==> config.mk <==
export PLATFORM = sky130hd
export DESIGN_NAME = sdh_config_status
export DESIGN_NICKNAME = d
export VERILOG_FILES = /design/src/rtl/sdh_pkg.sv /design/src/rtl/sdh_config_status.sv
export VERILOG_INCLUDE_DIRS = /design/src /design/src/rtl
export SDC_FILE = /design/constraint.sdc
export NUM_CORES = 1
export LEC_CHECK = 0
export BUFFER_PORTS_ARGS = -buffer_cell sky130_fd_sc_hd__buf_2
export CAP_MARGIN = 20
export CORE_MARGIN = 2
export CORE_UTILIZATION = 54
export DETAILED_ROUTE_END_ITERATION = 8
export PLACE_DENSITY = 0.77
export SKIP_LAST_GASP = 1
export SLEW_MARGIN = 10
export SYNTH_ARGS = -nofsm -noshare
export SYNTH_HDL_FRONTEND = slang
export SYNTH_SLANG_ARGS = --single-unit
==> constraint.sdc <==
create_clock -name i_clk -period 6.5 [get_ports i_clk]
set_input_delay 0.325 -clock i_clk [delete_from_list [all_inputs] [get_ports i_clk]]
set_output_delay 0.325 -clock i_clk [all_outputs]
set_load 0.02 [all_outputs]
==> src/rtl/sdh_regs.svh <==
// Register offsets, field positions, reset values and counts
// Summary of operation
// Command and data logic held in reset while their reset bits are set.
// Host sets resets, configures, clears resets, then enables card clock.
// Memory clock is function clock divided by 2 times divider plus one.
// Clock runs continuously when enabled, otherwise only during operations.
// Host keeps memory clock at 400 kHz or lower during card setup.
// Bus width bit selects 1-bit data bus at zero, 4-bit at one.
// Each mask bit gates its status flag onto the interrupt request.
// Response wait is endless at zero, else times out after programmed cycles.
// Read data wait is endless at zero, else times out after programmed cycles.
// Host programs a nonzero block length before any transfer.
// Block count zero runs until stop; otherwise exactly that many blocks.
// Receive-ready sets when FIFO exceeds threshold; receive read clears it.
// Transmit-ready sets when FIFO content falls below threshold.
// Separate CRC error flags for response, read data and write data.
// Response-done sets on response, or after sending a no-response command. Code leaves it clear on a response with CRC error.
// Busy-done sets when card no longer busy while busy is expected.
// Card-busy status bit follows busy signal, complement of busy-done.
// Data-done sets after all bytes moved and CRC and programming finish.
// Transfer-done sets when final byte moves to the shift register.
// Host enables transfer-done on multi-block writes and then sends stop.
// All enabled flags combine into one interrupt request output.
// Reading the primary status register clears all its flags.
`ifndef SDH_REGS_SVH
`define SDH_REGS_SVH
`define SDH_OFS_CTL     6'h00
`define SDH_OFS_CLK     6'h04
`define SDH_OFS_ST0     6'h08
`define SDH_OFS_ST1     6'h0C
`define SDH_OFS_IM      6'h10
`define SDH_OFS_TOR     6'h14
`define SDH_OFS_TOD     6'h18
`define SDH_OFS_BLEN    6'h1C
`define SDH_OFS_NBLK    6'h20
`define SDH_OFS_NBLC    6'h24
`define SDH_OFS_DRR     6'h28
`define SDH_OFS_CMD     6'h2C
`define SDH_OFS_FIFO    6'h30
`define SDH_CTL_DRST    0
`define SDH_CTL_CRST    1
`define SDH_CTL_WIDTH   2
`define SDH_CLK_EN      8
`define SDH_CMD_RSP     0
`define SDH_CMD_BSY     1
`define SDH_CMD_DAT     2
`define SDH_CMD_WR      3
`define SDH_ST_DATDN    0
`define SDH_ST_BSYDN    1
`define SDH_ST_RSPDN    2
`define SDH_ST_TORD     3
`define SDH_ST_TORS     4
`define SDH_ST_WRITE_CRC_ERROR_FLAG    5
`define SDH_ST_READ_CRC_ERROR_FLAG    6
`define SDH_ST_RESPONSE_CRC_ERROR_FLAG    7
`define SDH_ST_TXRDY    9
`define SDH_ST_RXRDY    10
`define SDH_ST_TRNDN    12
`define SDH_CTL_RST     3'h3
`define SDH_DIV_RST     8'hFF
`define SDH_BLEN_RST    12'h200
`define SDH_BSY_SETTLE  8'h02
`endif

==> src/rtl/sdh_pkg.sv <==
// Types for the card host configuration and status block
package sdh_pkg;
  typedef enum logic [3:0] {
    CMD_IDLE = 4'h1,
    CMD_SEND = 4'h2,
    CMD_RSP  = 4'h4,
    CMD_BSY  = 4'h8
  } sdh_cmd_st_t;
  typedef enum logic [3:0] {
    DAT_IDLE = 4'h1,
    DAT_WAIT = 4'h2,
    DAT_XFER = 4'h4,
    DAT_FIN  = 4'h8
  } sdh_dat_st_t;
endpackage : sdh_pkg

==> src/rtl/sdh_config_status.sv <==
// Card host configuration, status and time-out logic
//
// Implementation choices: the strobed register port and the address map.
`timescale 1ns/10ps
`include "sdh_regs.svh"
module sdh_config_status import sdh_pkg::*; (
  input  wire logic        i_clk,
  input  wire logic        i_rst_n,
  input  wire logic [5:0]  i_addr,
  input  wire logic [31:0] i_wdata,
  input  wire logic        i_wr,
  input  wire logic        i_rd,
  output logic      [31:0] o_rdata,
  input  wire logic [31:0] i_rx_data,
  input  wire logic [7:0]  i_fifo_level,
  input  wire logic        i_cmd_sent,
  input  wire logic        i_rsp_rcvd,
  input  wire logic        i_rsp_crc_err,
  input  wire logic        i_rd_crc_err,
  input  wire logic        i_wr_crc_err,
  input  wire logic        i_byte_moved,
  input  wire logic        i_stop_sent,
  input  wire logic        i_data_complete,
  input  wire logic        i_card_busy,
  output logic             o_card_clk,
  output logic             o_cmd_logic_rst,
  output logic             o_data_logic_rst,
  output logic             o_bus_4bit,
  output logic             o_cmd_start,
  output logic             o_irq
);
  logic        rst_s1_r;
  logic        rst_n_r;
  logic        busy_s1_r;
  logic        busy_r;
  logic [2:0]  ctl_r;
  logic [7:0]  div_r;
  logic        card_clock_output_enable_r;
  logic [12:0] mask_r;
  logic [7:0]  tor_r;
  logic [15:0] tod_r;
  logic [11:0] blen_r;
  logic [15:0] nblk_r;
  logic [15:0] nblc_r;
  logic [7:0]  thr_r;
  logic [3:0]  cmd_r;
  logic [12:0] st0_r;
  logic [12:0] st0_set;
  logic [7:0]  divcnt_r;
  logic        mclk_r;
  logic        tick;
  logic        run;
  logic [7:0]  rsp_cnt_r;
  logic [15:0] dat_cnt_r;
  logic [11:0] byte_cnt_r;
  logic        rx_above_r;
  logic        tx_below_r;
  logic        rx_above;
  logic        tx_below;
  logic        cmd_wr;
  logic        final_byte;
  sdh_cmd_st_t cst_r;
  sdh_dat_st_t dst_r;

  // Reset release
  always_ff @(posedge i_clk or negedge i_rst_n) begin
    if (!i_rst_n) begin
      rst_s1_r <= 1'b0;
      rst_n_r  <= 1'b0;
    end else begin
      rst_s1_r <= 1'b1;
      rst_n_r  <= rst_s1_r;
    end
  end

  // Busy pin synchroniser
  always_ff @(posedge i_clk or negedge rst_n_r) begin
    if (!rst_n_r) begin
      busy_s1_r <= 1'b0;
      busy_r    <= 1'b0;
    end else begin
      busy_s1_r <= i_card_busy;
      busy_r    <= busy_s1_r;
    end
  end

  assign cmd_wr = i_wr && (i_addr == `SDH_OFS_CMD) && !ctl_r[`SDH_CTL_CRST];

  // Configuration registers
  always_ff @(posedge i_clk or negedge rst_n_r) begin
    if (!rst_n_r) begin
      ctl_r   <= `SDH_CTL_RST;
      div_r   <= `SDH_DIV_RST;
      card_clock_output_enable_r <= 1'b0;
      mask_r  <= 13'h0000;
      tor_r   <= 8'h00;
      tod_r   <= 16'h0000;
      blen_r  <= `SDH_BLEN_RST;
      nblk_r  <= 16'h0000;
      thr_r   <= 8'h00;
      cmd_r   <= 4'h0;
    end else if (i_wr) begin
      case (i_addr)
        `SDH_OFS_CTL:  ctl_r   <= i_wdata[2:0];
        `SDH_OFS_CLK: begin
          div_r   <= i_wdata[7:0];
          card_clock_output_enable_r <= i_wdata[`SDH_CLK_EN];
        end
        `SDH_OFS_IM:   mask_r  <= i_wdata[12:0];
        `SDH_OFS_TOR:  tor_r   <= i_wdata[7:0];
        `SDH_OFS_TOD:  tod_r   <= i_wdata[15:0];
        `SDH_OFS_BLEN: blen_r  <= i_wdata[11:0];
        `SDH_OFS_NBLK: nblk_r  <= i_wdata[15:0];
        `SDH_OFS_FIFO: thr_r   <= i_wdata[7:0];
        `SDH_OFS_CMD: begin
          if (!ctl_r[`SDH_CTL_CRST]) begin
            cmd_r <= i_wdata[3:0];
          end
        end
        default: ;
      endcase
    end
  end

  // Memory clock divider
  assign run  = card_clock_output_enable_r || (cst_r != CMD_IDLE) || (dst_r != DAT_IDLE);
  assign tick = run && (divcnt_r >= div_r) && !mclk_r;
  always_ff @(posedge i_clk or negedge rst_n_r) begin
    if (!rst_n_r) begin
      divcnt_r <= 8'h00;
      mclk_r   <= 1'b0;
    end else if (!run) begin
      divcnt_r <= 8'h00;
      mclk_r   <= 1'b0;
    end else if (divcnt_r >= div_r) begin
      divcnt_r <= 8'h00;
      mclk_r   <= !mclk_r;
    end else begin
      divcnt_r <= divcnt_r + 8'h01;
    end
  end

  // Command sequence
  always_ff @(posedge i_clk or negedge rst_n_r) begin
    if (!rst_n_r) begin
      cst_r     <= CMD_IDLE;
      rsp_cnt_r <= 8'h00;
    end else if (ctl_r[`SDH_CTL_CRST]) begin
      cst_r     <= CMD_IDLE;
      rsp_cnt_r <= 8'h00;
    end else begin
      case (cst_r)
        CMD_IDLE: begin
          if (cmd_wr) begin
            cst_r <= CMD_SEND;
          end
        end
        CMD_SEND: begin
          rsp_cnt_r <= 8'h00;
          if (i_cmd_sent) begin
            if (cmd_r[`SDH_CMD_RSP]) begin
              cst_r <= CMD_RSP;
            end else if (cmd_r[`SDH_CMD_BSY]) begin
              cst_r <= CMD_BSY;
            end else begin
              cst_r <= CMD_IDLE;
            end
          end
        end
        CMD_RSP: begin
          if (i_rsp_rcvd) begin
            rsp_cnt_r <= 8'h00;
            cst_r <= cmd_r[`SDH_CMD_BSY] ? CMD_BSY : CMD_IDLE;
          end else if (tor_r != 8'h00 && tick) begin
            rsp_cnt_r <= rsp_cnt_r + 8'h01;
            if (rsp_cnt_r + 8'h01 == tor_r) begin
              cst_r <= CMD_IDLE;
            end
          end
        end
        CMD_BSY: begin
          // Wait out busy synchroniser latency
          if (rsp_cnt_r != `SDH_BSY_SETTLE) begin
            rsp_cnt_r <= rsp_cnt_r + 8'h01;
          end else if (!busy_r) begin
            cst_r <= CMD_IDLE;
          end
        end
        default: cst_r <= CMD_IDLE;
      endcase
    end
  end

  assign final_byte = i_byte_moved && (byte_cnt_r + 12'h001 == blen_r) &&
                      (nblc_r == 16'h0001) && (nblk_r != 16'h0000);

  // Data sequence and block counting
  always_ff @(posedge i_clk or negedge rst_n_r) begin
    if (!rst_n_r) begin
      dst_r      <= DAT_IDLE;
      dat_cnt_r  <= 16'h0000;
      byte_cnt_r <= 12'h000;
      nblc_r     <= 16'h0000;
    end else if (ctl_r[`SDH_CTL_DRST]) begin
      dst_r      <= DAT_IDLE;
      dat_cnt_r  <= 16'h0000;
      byte_cnt_r <= 12'h000;
      nblc_r     <= 16'h0000;
    end else begin
      case (dst_r)
        DAT_IDLE: begin
          dat_cnt_r  <= 16'h0000;
          byte_cnt_r <= 12'h000;
          if (cmd_wr && i_wdata[`SDH_CMD_DAT]) begin
            nblc_r <= nblk_r;
            dst_r  <= i_wdata[`SDH_CMD_WR] ? DAT_XFER : DAT_WAIT;
          end
        end
        DAT_WAIT: begin
          if (i_byte_moved) begin
            dst_r <= DAT_XFER;
          end else if (tod_r != 16'h0000 && tick) begin
            dat_cnt_r <= dat_cnt_r + 16'h0001;
            if (dat_cnt_r + 16'h0001 == tod_r) begin
              dst_r <= DAT_IDLE;
            end
          end
        end
        default: ;
      endcase
      if (dst_r == DAT_XFER || (dst_r == DAT_WAIT && i_byte_moved)) begin
        if (i_stop_sent) begin
          dst_r <= DAT_FIN;
        end else if (final_byte) begin
          dst_r <= DAT_FIN;
        end else if (i_byte_moved) begin
          if (byte_cnt_r + 12'h001 == blen_r) begin
            byte_cnt_r <= 12'h000;
            if (nblk_r != 16'h0000) begin
              nblc_r <= nblc_r - 16'h0001;
            end
          end else begin
            byte_cnt_r <= byte_cnt_r + 12'h001;
          end
        end
      end
      if (dst_r == DAT_FIN && i_data_complete) begin
        dst_r <= DAT_IDLE;
      end
      if (!(dst_r inside {DAT_IDLE, DAT_WAIT, DAT_XFER, DAT_FIN})) begin
        dst_r <= DAT_IDLE;
      end
    end
  end

  // FIFO threshold crossings
  assign rx_above = i_fifo_level > thr_r;
  assign tx_below = i_fifo_level < thr_r;
  always_ff @(posedge i_clk or negedge rst_n_r) begin
    if (!rst_n_r) begin
      rx_above_r <= 1'b0;
      tx_below_r <= 1'b0;
    end else begin
      rx_above_r <= rx_above;
      tx_below_r <= tx_below;
    end
  end

  // Status event sources
  always_comb begin
    st0_set = 13'h0000;
    st0_set[`SDH_ST_DATDN] = dst_r == DAT_FIN && i_data_complete;
    st0_set[`SDH_ST_BSYDN] = cst_r == CMD_BSY && !busy_r &&
                             rsp_cnt_r == `SDH_BSY_SETTLE;
    st0_set[`SDH_ST_RSPDN] = (cst_r == CMD_RSP && i_rsp_rcvd &&
                              !i_rsp_crc_err) ||
                             (cst_r == CMD_SEND && i_cmd_sent &&
                              !cmd_r[`SDH_CMD_RSP]);
    st0_set[`SDH_ST_TORD]  = dst_r == DAT_WAIT && !i_byte_moved &&
                             tod_r != 16'h0000 && tick &&
                             dat_cnt_r + 16'h0001 == tod_r;
    st0_set[`SDH_ST_TORS]  = cst_r == CMD_RSP && !i_rsp_rcvd &&
                             tor_r != 8'h00 && tick &&
                             rsp_cnt_r + 8'h01 == tor_r;
    st0_set[`SDH_ST_WRITE_CRC_ERROR_FLAG] = i_wr_crc_err;
    st0_set[`SDH_ST_READ_CRC_ERROR_FLAG] = i_rd_crc_err;
    st0_set[`SDH_ST_RESPONSE_CRC_ERROR_FLAG] = cst_r == CMD_RSP && i_rsp_rcvd &&
                             i_rsp_crc_err;
    st0_set[`SDH_ST_TXRDY] = tx_below && !tx_below_r;
    st0_set[`SDH_ST_RXRDY] = rx_above && !rx_above_r;
    st0_set[`SDH_ST_TRNDN] = (dst_r inside {DAT_WAIT, DAT_XFER}) &&
                             final_byte && !i_stop_sent;
  end

  // Primary status flags, set wins over clear
  always_ff @(posedge i_clk or negedge rst_n_r) begin
    if (!rst_n_r) begin
      st0_r <= 13'h0000;
    end else if (i_rd && i_addr == `SDH_OFS_ST0) begin
      st0_r <= st0_set;
    end else if (i_rd && i_addr == `SDH_OFS_DRR) begin
      st0_r <= (st0_r & ~(13'h0001 << `SDH_ST_RXRDY)) | st0_set;
    end else begin
      st0_r <= st0_r | st0_set;
    end
  end

  // Interrupt request
  always_ff @(posedge i_clk or negedge rst_n_r) begin
    if (!rst_n_r) begin
      o_irq <= 1'b0;
    end else begin
      o_irq <= |(st0_r & mask_r);
    end
  end

  // Register reads, data one cycle after strobe
  always_ff @(posedge i_clk or negedge rst_n_r) begin
    if (!rst_n_r) begin
      o_rdata <= 32'h00000000;
    end else if (i_rd) begin
      case (i_addr)
        `SDH_OFS_CTL:  o_rdata <= {29'h0, ctl_r};
        `SDH_OFS_CLK:  o_rdata <= {23'h0, card_clock_output_enable_r, div_r};
        `SDH_OFS_ST0:  o_rdata <= {19'h0, st0_r};
        `SDH_OFS_ST1:  o_rdata <= {30'h0, !run, busy_r};
        `SDH_OFS_IM:   o_rdata <= {19'h0, mask_r};
        `SDH_OFS_TOR:  o_rdata <= {24'h0, tor_r};
        `SDH_OFS_TOD:  o_rdata <= {16'h0, tod_r};
        `SDH_OFS_BLEN: o_rdata <= {20'h0, blen_r};
        `SDH_OFS_NBLK: o_rdata <= {16'h0, nblk_r};
        `SDH_OFS_NBLC: o_rdata <= {16'h0, nblc_r};
        `SDH_OFS_DRR:  o_rdata <= i_rx_data;
        `SDH_OFS_CMD:  o_rdata <= {28'h0, cmd_r};
        `SDH_OFS_FIFO: o_rdata <= {24'h0, thr_r};
        default:       o_rdata <= 32'h00000000;
      endcase
    end else begin
      o_rdata <= 32'h00000000;
    end
  end

  // Registered outputs
  always_ff @(posedge i_clk or negedge rst_n_r) begin
    if (!rst_n_r) begin
      o_card_clk       <= 1'b0;
      o_cmd_logic_rst  <= 1'b1;
      o_data_logic_rst <= 1'b1;
      o_bus_4bit       <= 1'b0;
      o_cmd_start      <= 1'b0;
    end else begin
      o_card_clk       <= mclk_r;
      o_cmd_logic_rst  <= ctl_r[`SDH_CTL_CRST];
      o_data_logic_rst <= ctl_r[`SDH_CTL_DRST];
      o_bus_4bit       <= ctl_r[`SDH_CTL_WIDTH];
      o_cmd_start      <= cmd_wr;
    end
  end
endmodule : sdh_config_status

==> results.py <==
metrics = {
    "worst_setup_path": {
        "r2r_slack_ns": 3.18,
        "worstPathMaxFanout": 16,
        "worstSetupPathType": "reg2reg",
        "path_buf_inv": 0,
        "rr_worst_depth": 8,
        "r2r-end": "nblc_r[8]",
        "cp-start-kind": "flip-flop",
        "worst_ep_required_time_ns": 6.93,
        "crit-reg2reg-launch": "byte_cnt_r[0]",
        "cpMaxStageDelayCell": "nand4_1",
        "cp-end-kind": "flip-flop",
        "cp.arrival_ns": 3.75,
        "crit_family": "simple AND/OR/NAND/NOR gates",
        "cp_cell_sequence": "ha_1, nand4_1, nor3_4, xnor2_1, nor4_4, nand4_1, or3_1, a31oi_1",
        "crit_path_start": "byte_cnt_r[0]",
        "critPathMaxStageDelay_ns": 0.71,
        "crit_top_cell": "nand4_1",
    },
    "floorplanning": {
        "core_um2": 20960,
        "start_util_pct": 54.84,
        "die_h_um": 149.9,
        "dieArea_um2": 22470,
        "ios": 129,
        "die_x_um": 149.9,
        "rows": 53,
    },
    "synthesis": {
        "async_flop_share_pct": 100.0,
        "synth_top_area_share_pct": 43.11,
        "yosys.cell_types.count": 83,
        "syn_nets": 1216,
        "netlist_instances": 1102,
        "synth_ff_type": "dfrtp_1",
        "synth_seq_cells": 213,
        "syn_avg_cell_area_um2": 10.43,
        "synth_area_leaders": "dfrtp_1 (43%), mux2_2 (8.6%), dfstp_2 (3.4%), xnor2_1 (2.9%), nand2_1 (2.6%)",
        "seq_area_frac_synth_pct": 46.54,
        "yosys_warnings": 0,
        "yosysTopAreaCell": "dfrtp_1",
        "synth-edff-count": 0,
        "syn_area_um2": 11490,
    },
    "placed_design": {
        "dpl_cell_area_um2": 12210,
        "numPortBuffers": 112,
        "place_hpwl_mm": 22.34,
        "gp_congestion": 0.9280,
    },
    "worst_hold_path": {
        "min_path_cells": 2,
        "min_to": "o_rdata[30]",
        "worst_hold_path_type": "in2reg",
        "hold_path_startpoint": "i_rx_data[30]",
    },
    "clock_network": {
        "htreeDepth": 1,
        "cts_made_buffers": 23,
        "cts.sinks": 213,
        "clkTransAtPathRegs_ns": 0.06,
        "cts_root_buf": "clkbuf_16",
        "cts_resized": 0,
        "cts_setup_buffers": 0,
        "cts_tree": "built",
        "hold_buffers": 4,
        "clock_latency_ns": 0.51,
        "cts.path.max_buffers": 3,
    },
    "outcome": {
        "status": "completed",
    },
    "sta": {
        "period_share_pct": 51.09,
        "worst_pin_slew_ns": 1.102,
        "hold_viol": 0,
        "tns_ns": 0,
        "period_minus_slack_ns": 3.321,
        "clock.fmax_ghz": 0.3011,
        "slew_headroom_pct": 26.29,
        "slew_viol_final": 0,
        "finalSetupViolCount": 0,
        "rsz0062_at_grt": "false",
        "fin_skew_ns": 0.009870,
    },
    "finish": {
        "multi_input_area_um2": 5718,
        "final_core_util_pct": 62.15,
        "drive_above_1_share_pct": 23.51,
        "n_fill_cell": 1742,
        "n_antenna_cell": 0,
        "layout_commonest_cell": "dfrtp_1",
        "final_cell_area_um2": 13020,
        "final_cell_mix": "dfrtp_1 (197), buf_2 (112), mux2_2 (88)",
        "regArea_um2": 5353,
        "final_nets": 1306,
        "area.growth.synth_to_final_pct": 13.33,
    },
    "pwr": {
        "p_leak_uw": 0.005880,
        "finalPower_uw": 3415,
        "vdd_drop_max_mv": 0.1872,
        "p_per_area_nw_per_um2": 262.2,
    },
    "drt": {
        "drt_pass1_iterations": 7,
        "routed_wirelength_mm": 31.83,
        "drcViolationCount": 0,
        "vias_per_cell": 6.475,
        "wl_per_cell_um": 21.46,
        "drt_first_iter_violations": 978,
        "via_count": 9603,
        "detail-route-antenna-nets": 0,
    },
    "global_route": {
        "antenna_found_initial": 0,
        "track_usage_pct": 28.59,
        "grt_pass1_wl_mm": 50.03,
        "overflow": 0,
        "first_global_vias": 9021,
        "grt_max_degree": 174,
    },
    "run": {
        "max_cap_viol_count": 0,
    },
}
==> cell usage after synthesis, types with 15 or more instances <==
| cell type | number |
|---|---|
| clkbuf_1 | 34 |
| o21ai_0 | 38 |
| a31oi_1 | 21 |
| nor3_1 | 18 |
| buf_2 | 18 |
| a222oi_1 | 17 |
| dfrtp_1 | 198 |
| xor2_1 | 21 |
| ha_1 | 23 |
| nand4_1 | 17 |
| a21oi_1 | 33 |
| nor2b_1 | 16 |
| and3_1 | 28 |
| nand2b_1 | 16 |
| a22oi_1 | 16 |
| xnor2_1 | 38 |
| inv_1 | 37 |
| nand2_1 | 79 |
| mux2_2 | 88 |
| nand3_1 | 35 |
| nor4_1 | 19 |
| dfstp_2 | 15 |
| a22o_1 | 24 |
| nor2_1 | 61 |
==> area by class of cell <==
| cell class | count | area share (%) |
|---|---|---|
| multi-input cells | 789 | 43.90 |
| flip-flops and latches | 213 | 41.10 |
| repair buffers | 127 | 5.342 |
| clock buffers | 34 | 5.197 |
| well taps | 275 | 2.642 |
| inverters | 38 | 1.095 |
| clock inverters | 7 | 0.7205 |
==> worst max-delay path by stage <==
| stage | cells past startpoint | to |
|---|---|---|
| 6_report | 8 | nblc_r[8] |
| 5_1_grt | 8 | nblc_r[9] |
| 4_1_cts | 6 | dat_cnt_r[12] |
| 3_5_place_dp | 6 | dat_cnt_r[12] |
| 3_3_place_gp | 6 | dat_cnt_r[12] |
| 2_1_floorplan | 0 | blen_r[0] |
==> kinds of logic (layout without fill, tap and decap cells) <==
kind of cell               after synthesis  count (layout)  synth area share, %
and+or+nand+nor                        349             349                16.67
buffers and inverters                  100             206                3.723
muxes                                   95              95                9.276
adders and majority gates               23              23                2.504
other                                    1               1              0.03263
DFF                                    213             213                46.54
AOI/OAI and AO/OA                      261             261                16.56
xor gates and xnor gates                60              60                4.692
==> where the power goes <==
| group | internal [µW] | total [µW] | switching, µW |
|---|---|---|---|
| Clock | 800 | 1330 | 530 |
| Sequential | 1440 | 1590 | 148 |
| Combinational | 222 | 493 | 272 |
==> through the flow <==
step                      hold WS [ns]  setup slack [ns]  cells
after floorplan                0.02941            0.1511   1102
after global placement          0.1112             3.332   1438
after detailed placement        0.1132             3.237   1438
after CTS                      0.03339             3.250   1483
after global routing           0.04882             2.935   1483
final                          0.04152             3.179   1483
==> routing by layer <==
layer,GRT usage [%],wire [µm],vias up
li1,-,-,4317
met1,40.75,13170,4680
met2,43.29,14080,504
met3,6.006,3172,102
met4,10.28,1402,0
met5,0.2273,0,-
==> flip-flops by register name (all words and copies together) (netlist names), 11 cells and up <==
signal      count
blen_r         12
st0_r          11
mask_r         13
nblk_r         16
dat_cnt_r      16
nblc_r         16
tod_r          16
o_rdata        32
byte_cnt_r     12
==> worst reg2reg max path, cell delays in order, from the launching register on <==
cell,delay (ns)
dfrtp_1,0.42
ha_1,0.30
nand4_1,0.25
nor3_4,0.24
xnor2_1,0.16
nor4_4,0.40
nand4_1,0.71
or3_1,0.62
a31oi_1,0.14
Power figures use the tool's default switching activity.
